### src/hdl/acc_pkg.sv
package acc_pkg;
    // Register byte offsets
    localparam logic [3:0] ACC_OFS_CSR  = 4'h0;
    localparam logic [3:0] ACC_OFS_STAT = 4'h4;
    localparam logic [3:0] ACC_OFS_MASK = 4'h8;
    // Control/status field positions
    localparam int ACC_BIT_ENA  = 7;
    localparam int ACC_BIT_REF  = 6;
    localparam int ACC_BIT_FLAG = 5;
    localparam int ACC_BIT_IEN  = 4;
    localparam int ACC_BIT_OUT  = 3;
    localparam int ACC_BIT_OPE  = 2;
    // Reset values
    localparam logic [7:0] ACC_CSR_RST  = 8'h00;
    localparam logic [1:0] ACC_INT_RST  = 2'h0;
    // Compare mode encodings
    localparam logic [1:0] ACC_MODE_FALL  = 2'h0;
    localparam logic [1:0] ACC_MODE_RISE  = 2'h1;
    localparam logic [1:0] ACC_MODE_FALL2 = 2'h2;
    localparam logic [1:0] ACC_MODE_BOTH  = 2'h3;
    // Status bit positions: compare event, bus error
    localparam int ACC_IRQ_EVT = 0;
    localparam int ACC_IRQ_ERR = 1;
    // AXI responses
    localparam logic [1:0] ACC_RESP_OKAY   = 2'h0;
    localparam logic [1:0] ACC_RESP_SLVERR = 2'h2;
    typedef enum logic [2:0]
    {
        ACC_W_IDLE = 3'b001,
        ACC_W_RESP = 3'b010,
        ACC_W_HOLD = 3'b100
    } acc_wstate_t;
endpackage

### src/hdl/acc_sync.sv
`timescale 1ns/1ps
`default_nettype none
module acc_sync
(
    // Clock and reset
    input  wire logic clk,
    input  wire logic rst_n,
    // Data
    input  wire logic d,
    output var  logic q
);
    logic s1_reg;
    logic s2_reg;
    logic s1_next;
    logic s2_next;

    always_comb
    begin
        s1_next = d;
        s2_next = s1_reg;
    end

    always_ff @(posedge clk or negedge rst_n)
    begin
        if (!rst_n)
        begin
            s1_reg <= 1'b0;
            s2_reg <= 1'b0;
        end
        else
        begin
            s1_reg <= s1_next;
            s2_reg <= s2_next;
        end
    end

    assign q = s2_reg;
endmodule
`default_nettype wire

### src/hdl/acc_top.sv
// Operation
// - Bit 7 enables the comparator; cleared disables it.
// - Bit 6 picks non-inverting input: 0 external pin, 1 bandgap.
// - Bit 5 flag sets on the compare event chosen by the mode field.
// - Writing one to the flag clears it; writing zero leaves it.
// - Interrupt request while flag set and bit 4 enable is one.
// - Bit 3 reads the present comparator output when enabled.
// - Output status bit resets to 0, reads 0 while disabled.
// - Bit 2 drives comparator output onto the output pin.
// - Mode 00/10 falling, 01 rising, 11 either edge.
// - Result high when non-inverting input exceeds inverting input.
// - In light stop, enabled comparator keeps detecting and wakes CPU.
// - After deep stop wake-up all state is at reset values.
`timescale 1ns/1ps
`default_nettype none
module acc_top
    import acc_pkg::*;
(
    // Clock and reset
    input  wire logic        CLOCK,
    input  wire logic        RST_N,
    // AXI4-Lite write address
    input  wire logic [3:0]  AWADDR,
    input  wire logic        AWVALID,
    output var  logic        AWREADY,
    // AXI4-Lite write data
    input  wire logic [31:0] WDATA,
    input  wire logic [3:0]  WSTRB,
    input  wire logic        WVALID,
    output var  logic        WREADY,
    // AXI4-Lite write response
    output var  logic [1:0]  BRESP,
    output var  logic        BVALID,
    input  wire logic        BREADY,
    // AXI4-Lite read
    input  wire logic [3:0]  ARADDR,
    input  wire logic        ARVALID,
    output var  logic        ARREADY,
    output var  logic [31:0] RDATA,
    output var  logic [1:0]  RRESP,
    output var  logic        RVALID,
    input  wire logic        RREADY,
    // Analog front end
    input  wire logic        COMP_RESULT,
    output var  logic        COMP_ENABLE,
    output var  logic        REF_SELECT,
    // Pin and system
    output var  logic        COMP_OUT_PIN,
    output var  logic        COMP_OUT_PIN_OE,
    output var  logic        IRQ,
    output var  logic        WAKEUP
);

    ////////////////////////////////////////////////////////////////////////
    // Comparator result sync and edge detect

    logic       res_sync;
    logic       prev_reg;
    logic       prev_next;
    logic [2:0] live_reg;
    logic [2:0] live_next;
    logic [7:0] csr_reg;
    logic [7:0] csr_next;
    logic       rise;
    logic       fall;
    logic       event_hit;

    acc_sync u_sync
    (
        .clk   (CLOCK),
        .rst_n (RST_N),
        .d     (COMP_RESULT),
        .q     (res_sync)
    );

    always_comb
    begin
        // Edges count only once both compared samples were taken while
        // enabled; the synchroniser still holds powered-down levels
        live_next = csr_reg[ACC_BIT_ENA] ? {live_reg[1:0], 1'b1} : 3'h0;
        prev_next = csr_reg[ACC_BIT_ENA] ? res_sync : 1'b0;
        rise = live_reg[2] && csr_reg[ACC_BIT_ENA] && res_sync && !prev_reg;
        fall = live_reg[2] && csr_reg[ACC_BIT_ENA] && !res_sync && prev_reg;
        case (csr_reg[1:0])
            ACC_MODE_RISE: event_hit = rise;
            ACC_MODE_BOTH: event_hit = rise || fall;
            default:       event_hit = fall;
        endcase
    end

    always_ff @(posedge CLOCK or negedge RST_N)
    begin
        if (!RST_N)
        begin
            prev_reg <= 1'b0;
            live_reg <= 3'h0;
        end
        else
        begin
            prev_reg <= prev_next;
            live_reg <= live_next;
        end
    end

    ////////////////////////////////////////////////////////////////////////
    // AXI4-Lite slave

    acc_wstate_t wst_reg;
    acc_wstate_t wst_next;
    logic        aw_got_reg;
    logic        aw_got_next;
    logic        w_got_reg;
    logic        w_got_next;
    logic [3:0]  awa_reg;
    logic [3:0]  awa_next;
    logic [31:0] wd_reg;
    logic [31:0] wd_next;
    logic [3:0]  ws_reg;
    logic [3:0]  ws_next;
    logic [1:0]  bresp_reg;
    logic [1:0]  bresp_next;
    logic        rvalid_reg;
    logic        rvalid_next;
    logic [31:0] rdata_reg;
    logic [31:0] rdata_next;
    logic [1:0]  rresp_reg;
    logic [1:0]  rresp_next;
    logic [1:0]  stat_reg;
    logic [1:0]  stat_next;
    logic [1:0]  mask_reg;
    logic [1:0]  mask_next;
    logic        do_write;
    logic        bad_addr;
    logic [1:0]  err_ev;

    assign AWREADY = (wst_reg == ACC_W_IDLE) && !aw_got_reg;
    assign WREADY  = (wst_reg == ACC_W_IDLE) && !w_got_reg;
    assign BVALID  = (wst_reg == ACC_W_RESP);
    assign BRESP   = bresp_reg;
    assign ARREADY = !rvalid_reg;
    assign RVALID  = rvalid_reg;
    assign RDATA   = rdata_reg;
    assign RRESP   = rresp_reg;

    always_comb
    begin
        aw_got_next = aw_got_reg;
        w_got_next  = w_got_reg;
        awa_next    = awa_reg;
        wd_next     = wd_reg;
        ws_next     = ws_reg;
        wst_next    = wst_reg;
        bresp_next  = bresp_reg;
        do_write    = 1'b0;
        bad_addr    = 1'b0;
        if (AWVALID && AWREADY)
        begin
            aw_got_next = 1'b1;
            awa_next    = AWADDR;
        end
        if (WVALID && WREADY)
        begin
            w_got_next = 1'b1;
            wd_next    = WDATA;
            ws_next    = WSTRB;
        end
        case (wst_reg)
            ACC_W_IDLE:
                if (aw_got_reg && w_got_reg)
                    wst_next = ACC_W_HOLD;
            ACC_W_HOLD:
            begin
                do_write = 1'b1;
                if (awa_reg == ACC_OFS_CSR)
                    bad_addr = 1'b0;
                else if (awa_reg == ACC_OFS_STAT)
                    bad_addr = 1'b0;
                else if (awa_reg == ACC_OFS_MASK)
                    bad_addr = 1'b0;
                else
                    bad_addr = 1'b1;
                bresp_next  = bad_addr ? ACC_RESP_SLVERR : ACC_RESP_OKAY;
                aw_got_next = 1'b0;
                w_got_next  = 1'b0;
                wst_next    = ACC_W_RESP;
            end
            ACC_W_RESP:
                if (BREADY)
                    wst_next = ACC_W_IDLE;
            default:
                wst_next = ACC_W_IDLE;
        endcase
    end

    ////////////////////////////////////////////////////////////////////////
    // Registers and read path

    always_comb
    begin
        csr_next  = csr_reg;
        mask_next = mask_reg;
        err_ev    = 2'h0;
        // Set wins over a same-cycle write-one clear
        if (do_write && ws_reg[0] && awa_reg == ACC_OFS_CSR)
        begin
            csr_next[7:6] = wd_reg[7:6];
            csr_next[4]   = wd_reg[4];
            csr_next[2:0] = wd_reg[2:0];
            if (wd_reg[ACC_BIT_FLAG])
                csr_next[ACC_BIT_FLAG] = 1'b0;
        end
        else if (do_write && ws_reg[0] && awa_reg == ACC_OFS_MASK)
            mask_next = wd_reg[1:0];
        if (do_write && bad_addr)
            err_ev[ACC_IRQ_ERR] = 1'b1;
        if (event_hit)
            csr_next[ACC_BIT_FLAG] = 1'b1;
        // Output status follows the synchronised result only when enabled
        csr_next[ACC_BIT_OUT] = csr_next[ACC_BIT_ENA] && res_sync;
        if (!csr_next[ACC_BIT_ENA])
            csr_next[ACC_BIT_OUT] = 1'b0;
        err_ev[ACC_IRQ_EVT] = event_hit;
        stat_next = stat_reg;
        if (do_write && ws_reg[0] && awa_reg == ACC_OFS_STAT)
            stat_next = stat_reg & ~wd_reg[1:0];
        stat_next = stat_next | err_ev;

        rvalid_next = rvalid_reg;
        rdata_next  = rdata_reg;
        rresp_next  = rresp_reg;
        if (rvalid_reg && RREADY)
            rvalid_next = 1'b0;
        if (ARVALID && ARREADY)
        begin
            rvalid_next = 1'b1;
            rresp_next  = ACC_RESP_OKAY;
            if (ARADDR == ACC_OFS_CSR)
                rdata_next = {24'h000000, csr_reg};
            else if (ARADDR == ACC_OFS_STAT)
                rdata_next = {30'h0, stat_reg};
            else if (ARADDR == ACC_OFS_MASK)
                rdata_next = {30'h0, mask_reg};
            else
            begin
                rdata_next = 32'h00000000;
                rresp_next = ACC_RESP_SLVERR;
            end
        end
    end

    always_ff @(posedge CLOCK or negedge RST_N)
    begin
        if (!RST_N)
        begin
            // Deep stop wake-up arrives as a reset on RST_N
            csr_reg    <= ACC_CSR_RST;
            stat_reg   <= ACC_INT_RST;
            mask_reg   <= ACC_INT_RST;
            wst_reg    <= ACC_W_IDLE;
            aw_got_reg <= 1'b0;
            w_got_reg  <= 1'b0;
            awa_reg    <= 4'h0;
            wd_reg     <= 32'h00000000;
            ws_reg     <= 4'h0;
            bresp_reg  <= ACC_RESP_OKAY;
            rvalid_reg <= 1'b0;
            rdata_reg  <= 32'h00000000;
            rresp_reg  <= ACC_RESP_OKAY;
        end
        else
        begin
            csr_reg    <= csr_next;
            stat_reg   <= stat_next;
            mask_reg   <= mask_next;
            wst_reg    <= wst_next;
            aw_got_reg <= aw_got_next;
            w_got_reg  <= w_got_next;
            awa_reg    <= awa_next;
            wd_reg     <= wd_next;
            ws_reg     <= ws_next;
            bresp_reg  <= bresp_next;
            rvalid_reg <= rvalid_next;
            rdata_reg  <= rdata_next;
            rresp_reg  <= rresp_next;
        end
    end

    ////////////////////////////////////////////////////////////////////////
    // Outputs

    // Analog stage compares selected input to the inverting pin
    assign COMP_ENABLE     = csr_reg[ACC_BIT_ENA];
    assign REF_SELECT      = csr_reg[ACC_BIT_REF];
    assign COMP_OUT_PIN    = csr_reg[ACC_BIT_OUT];
    assign COMP_OUT_PIN_OE = csr_reg[ACC_BIT_OPE];
    assign IRQ    = (csr_reg[ACC_BIT_FLAG] && csr_reg[ACC_BIT_IEN])
                    || |(stat_reg & mask_reg);
    assign WAKEUP = csr_reg[ACC_BIT_FLAG] && csr_reg[ACC_BIT_IEN];
endmodule
`default_nettype wire

### config.mk
export PLATFORM = sky130hd
export DESIGN_NAME = acc_top
export DESIGN_NICKNAME = d
export VERILOG_FILES = /design/src/hdl/acc_pkg.sv /design/src/hdl/acc_sync.sv /design/src/hdl/acc_top.sv
export SDC_FILE = /design/constraint.sdc
export NUM_CORES = 1
export LEC_CHECK = 0
export BUFFER_PORTS_ARGS = -buffer_cell sky130_fd_sc_hd__buf_4
export CAP_MARGIN = 20
export CELL_PAD_IN_SITES_DETAIL_PLACEMENT = 0
export CELL_PAD_IN_SITES_GLOBAL_PLACEMENT = 1
export CORE_MARGIN = 5
export CORE_UTILIZATION = 38
export CTS_BUF_LIST = sky130_fd_sc_hd__clkbuf_8
export CTS_CLUSTER_SIZE = 10
export DETAILED_ROUTE_END_ITERATION = 12
export PLACE_DENSITY_LB_ADDON = 0.1
export SLEW_MARGIN = 10
export SYNTH_ARGS = -nofsm -noshare
export SYNTH_HDL_FRONTEND = slang
export SYNTH_SLANG_ARGS = --single-unit
export TNS_END_PERCENT = 20
### constraint.sdc
create_clock -name CLOCK -period 3.64 [get_ports CLOCK]
set_input_delay 0.364 -clock CLOCK [delete_from_list [all_inputs] [get_ports CLOCK]]
set_output_delay 0.364 -clock CLOCK [all_outputs]
set_load 0.005 [all_outputs]
[Word level (Yosys, flattened, before mapping)]
Cells that the tools add are included.
Cells by class
  eq/ne operators: 11
  muxes and demuxes: 31
  bitwise operators: 5
  reduce and logical (&&, ||, !) cells: 37
Operator list (number)
  $logic_and A1 B1 Y1: 19
  $mux W1: 17
  $mux W2: 7
  $reduce_bool A2 Y1: 5
  $mux W3: 3
  $pmux W3 S3: 1
  $eq A4 B3 Y1 const B: 2
  $eq A4 B4 Y1 const B: 2
  $logic_not A4 Y1: 2
  $mux W8: 1
  $reduce_and A2 Y1: 3
  $logic_not A1 Y1: 5
  $and A2 B2 Y2: 2
  $mux W4: 1
  $ne A2 B1 Y1 const B: 2
  $eq A3 B1 Y1 const B: 1
  $eq A3 B2 Y1 const B: 1
  $eq A3 B3 Y1 const B: 1
  $eq A2 B1 Y1 const B: 1
  $eq A2 B2 Y1 const B: 1
  $logic_or A1 B1 Y1: 2
  $not A2 Y2: 1
  $or A2 B2 Y2: 1
  $pmux W1 S2: 1
  other kinds (2): 2
Word-level totals
  bits in registers: 73
  word-level logic and storage cells: 103

[Logic depth before layout (Yosys ltp)]
  depth after elaboration: 9
  gate-level depth with buffers: 5
  gate-level depth less buffers: 3

[Modules after synthesis]
From an unflattened synthesis, not the netlist that was laid out.
Second synthesis, totals
  cell total of the unflattened synthesis: 165
  area total of the unflattened synthesis: 2070.7 µm²
By module, submodules not included
  acc_top: times used 1, cells an instance 163, area an instance 2020.7 µm²
  acc_sync: times used 1, cells an instance 2, area an instance 50.0 µm²

[Least setup slack after synthesis]
Ideal clock, no wire load.
  kind: register to register
  from: reg wst_reg[1]
  to: reg csr_reg[1]
  arrival: 1695 ps
  required time: 3515 ps
  slack: 1820 ps
  cell stages (with the launch flop): 6
  clock period less this slack: 1820 ps
  cell sequence: dfrtp_1 -> or4b_1 -> buf_2 -> or2_1 -> buf_6 -> mux2_4
On the way
  word-level cells in the longest chain between the ends: 4
Ends and longest elaborated chain
  from (decl): RTL line acc_top.sv:108  | acc_wstate_t wst_reg;
  from (signal assigned): RTL line acc_top.sv:275  | wst_reg <= wst_next;
  $eq A3 B3 Y1: RTL line acc_top.sv:167  | case (wst_reg)
  $mux W1: RTL line acc_top.sv:167
  $logic_and A1 B1 Y1 (2 in series): RTL line acc_top.sv:204  | if (do_write && ws_reg[0] && awa_reg == ACC_OFS_CSR)
  to (signal assigned): RTL line acc_top.sv:272  | csr_reg <= csr_next;
  to (decl): RTL line acc_top.sv:62  | logic [7:0] csr_reg;
No other way between the ends.
A chain may end at the register's enable or synchronous reset.

[Worst setup path in the final report]
  from: reg wst_reg[1]
  to: reg csr_reg[2]
The elaborated chain is that of the path after synthesis.

==> flow_metrics.env <==
export IMPL_reg2reg_from="wst_reg[1]$_DFFE_PN0P_"
export IMPL_ys_flop_type="dfrtp_1"
export IMPL_tns_ns=0
export IMPL_drtIter0Drc=61
export IMPL_rsz0062_at_grt="false"
export IMPL_synth_area_mm2=0.00207
export IMPL_irDropWorstVdd_v=0.000265
export IMPL_grt_pass1_vias=1432
export IMPL_final_common_cell="dfrtp_1"
export IMPL_dieArea_mm2=0.00703
export IMPL_hpwl_mm=3.02
export IMPL_worst_path_max_fanout=7
export IMPL_clockBufferDepth=2
export IMPL_io_pins=99
export IMPL_path_class="flop to flop"
export IMPL_hold_path_class="input pin to async pin"
export IMPL_clock_skew_final_ns=0.00611
export IMPL_setup_viol=0
export IMPL_syn_mean_instance_area_um2=12.0
export IMPL_fmaxAchievable_mhz=520
export IMPL_cts_htree_levels=2
export IMPL_cts_sinks=46
export IMPL_overflow=0
export IMPL_slew_violations=0
export IMPL_areaGrowthSynthToFinish_pct=18.7
export IMPL_worstPathArrival_ns=2.11
export IMPL_first_pass_iters=4
export IMPL_r2r_cells=3
export IMPL_slew_headroom=0.340
export IMPL_netlist_instances=173
export IMPL_postPlaceCellArea_mm2=0.00237
export IMPL_vias_per_cell=4.55
export IMPL_antenna_cells=0
export IMPL_ys_seq_elements=46
export IMPL_fin_crit_sh=0.529
export IMPL_gp_congestion=0.765
export IMPL_fin_cells=291
export IMPL_cts_tree="yes"
export IMPL_via_count=1323
export IMPL_dp_cells=283
export IMPL_async_reset_ff_frac=1.00
export IMPL_die_width_um=83.8
export IMPL_status="complete, no violations"
export IMPL_p_leak_nw=1.26
export IMPL_grt_pass1_wl_mm=6.87
export IMPL_post_place_ws_ns=1.67
export IMPL_start_kind="flop"
export IMPL_routedWlPerCell_um=13.5
export IMPL_cts_root_buf="clkbuf_8"
export IMPL_cts_repair_resized=0
export IMPL_timing_rr_end="csr_reg[2]$_DFFE_PN0P_"
export IMPL_synth_edf_count=0
export IMPL_fin_ws_ns=1.72
export IMPL_numCtsBuffers=5
export IMPL_core_mm2=0.00520
export IMPL_worst_pin_slew_ns=0.981
export IMPL_numPortBuffers=44
export IMPL_max_stage_delay_ns=0.67
export IMPL_chipHeight_um=83.8
export IMPL_cp_slowest_cell="or4b_1"
export IMPL_fill_cells=519
export IMPL_hold_viol=0
export IMPL_ys_warn_count=0
export IMPL_drt_wl_total_mm=3.93
export IMPL_cp_end_kind="flop"
export IMPL_drc=0
export IMPL_clkTransAtPathRegs_ns=0.08
export IMPL_required_ns=3.82
export IMPL_power_mw=1.49
export IMPL_ant_nets=0
export IMPL_drive_above_1_share=0.321
export IMPL_rows=26
export IMPL_cp_cell_sequence="or4b_1, or2_1, mux2_4"
export IMPL_final_cell_mix="dfrtp_1 (45), buf_4 (44), conb_1 (26)"
export IMPL_clkLatencyLatePin_ns=0.29
export IMPL_postCtsSetupRepairBufs=0
export IMPL_ys_seq_area_frac=0.556
export IMPL_start_util=0.398
export IMPL_ctsHoldBuffers=0
export IMPL_cellPowerDensity_mw_per_mm2=604
export IMPL_fin_nets=272
export IMPL_grt_max_degree=47
export IMPL_design_area_mm2=0.00246
export IMPL_cap_violations=0
export IMPL_synth_cell_types=38
export IMPL_r2r_slack_ns=1.72
export IMPL_antenna_found_initial=0
export IMPL_endpoint="csr_reg[2]$_DFFE_PN0P_"
export IMPL_period_minus_slack_ns=1.92
export IMPL_grtUsageTotal=0.121
export IMPL_crit_start="wst_reg[1]$_DFFE_PN0P_"
-- logic make-up after synthesis --
kind of cell	synth area share
flip-flops	0.556
buffers and inverters	0.124
AND/OR/NAND/NOR	0.106
AO/OA/AOI/OAI	0.107
multiplexers	0.105
other	0.00181
-- where the power goes --
group / internal, mW / switching, mW / total [mW]
Combinational: 0.233 / 0.148 / 0.381
Clock: 0.150 / 0.158 / 0.308
Sequential: 0.667 / 0.131 / 0.797
-- how the worst min path moves through the flow --
stage                     cells past startpoint                    start              endpoint
final                                         1                    RST_N  RDATA[7]$_DFFE_PN0P_
after global routing                          1                    RST_N  RDATA[5]$_DFFE_PN0P_
after CTS                                     1                    RST_N  RDATA[5]$_DFFE_PN0P_
after detailed placement                      0  u_sync.s1_reg$_DFF_PN0_    u_sync.q$_DFF_PN0_
after global placement                        0  u_sync.s1_reg$_DFF_PN0_    u_sync.q$_DFF_PN0_
after floorplan                               0                    RST_N  BRESP[1]$_DFFE_PN0P_
-- layout make-up --
class / count / area [µm²] / area share
clock buffer: 6 / 82.6 / 0.0336
clock inverter: 2 / 8.76 / 0.00356
inverter: 11 / 41.3 / 0.0168
multi-input combinational: 112 / 757 / 0.308
sequential: 46 / 1150 / 0.468
tap: 70 / 87.6 / 0.0356
timing repair buffer: 44 / 330 / 0.134
-- metal layers --
layer / track usage / part of all wire / vias to the layer above
met4: 0.0395 / 0.0064 / 0
met1: 0.147 / 0.44 / 626
met3: 0.0415 / 0.072 / 2
met2: 0.202 / 0.48 / 50
met5: 0 / 0 / -
li1: - / - / 645
-- cells in the mapped netlist, drive strengths merged (2+ instances only) --
master	n	share of area
mux2	18	0.11
or3	2	0.0060
a21boi	4	0.014
nand2	9	0.016
a22o	6	0.025
dfrtp	45	0.54
nor4	2	0.0060
o31ai	2	0.0072
a21oi	3	0.0072
nor3	2	0.0048
nand2b	3	0.0091
nor4b	2	0.0085
o21ai	9	0.022
or2	2	0.0060
inv	11	0.020
o41ai	2	0.0085
or4b	2	0.0097
buf	28	0.10
nor2	3	0.0054
and2	4	0.012
-- worst max-delay path: cells and delay by family (launching register included) --
family | cells | cell delay (ns)
muxes | 1 | 0.32
DFF | 1 | 0.44
and+or+nand+nor | 2 | 1.05
-- metrics by stage --
| stage | hold WS (ns) | util |
|---|---|---|
| floorplan | 0.0684 | - |
| global placement | 0.337 | 0.455 |
| detailed placement | 0.341 | 0.455 |
| CTS | 0.0767 | 0.473 |
| global route | 0.110 | 0.473 |
| finish | 0.0698 | 0.473 |
(Power assumes the default switching activity.)
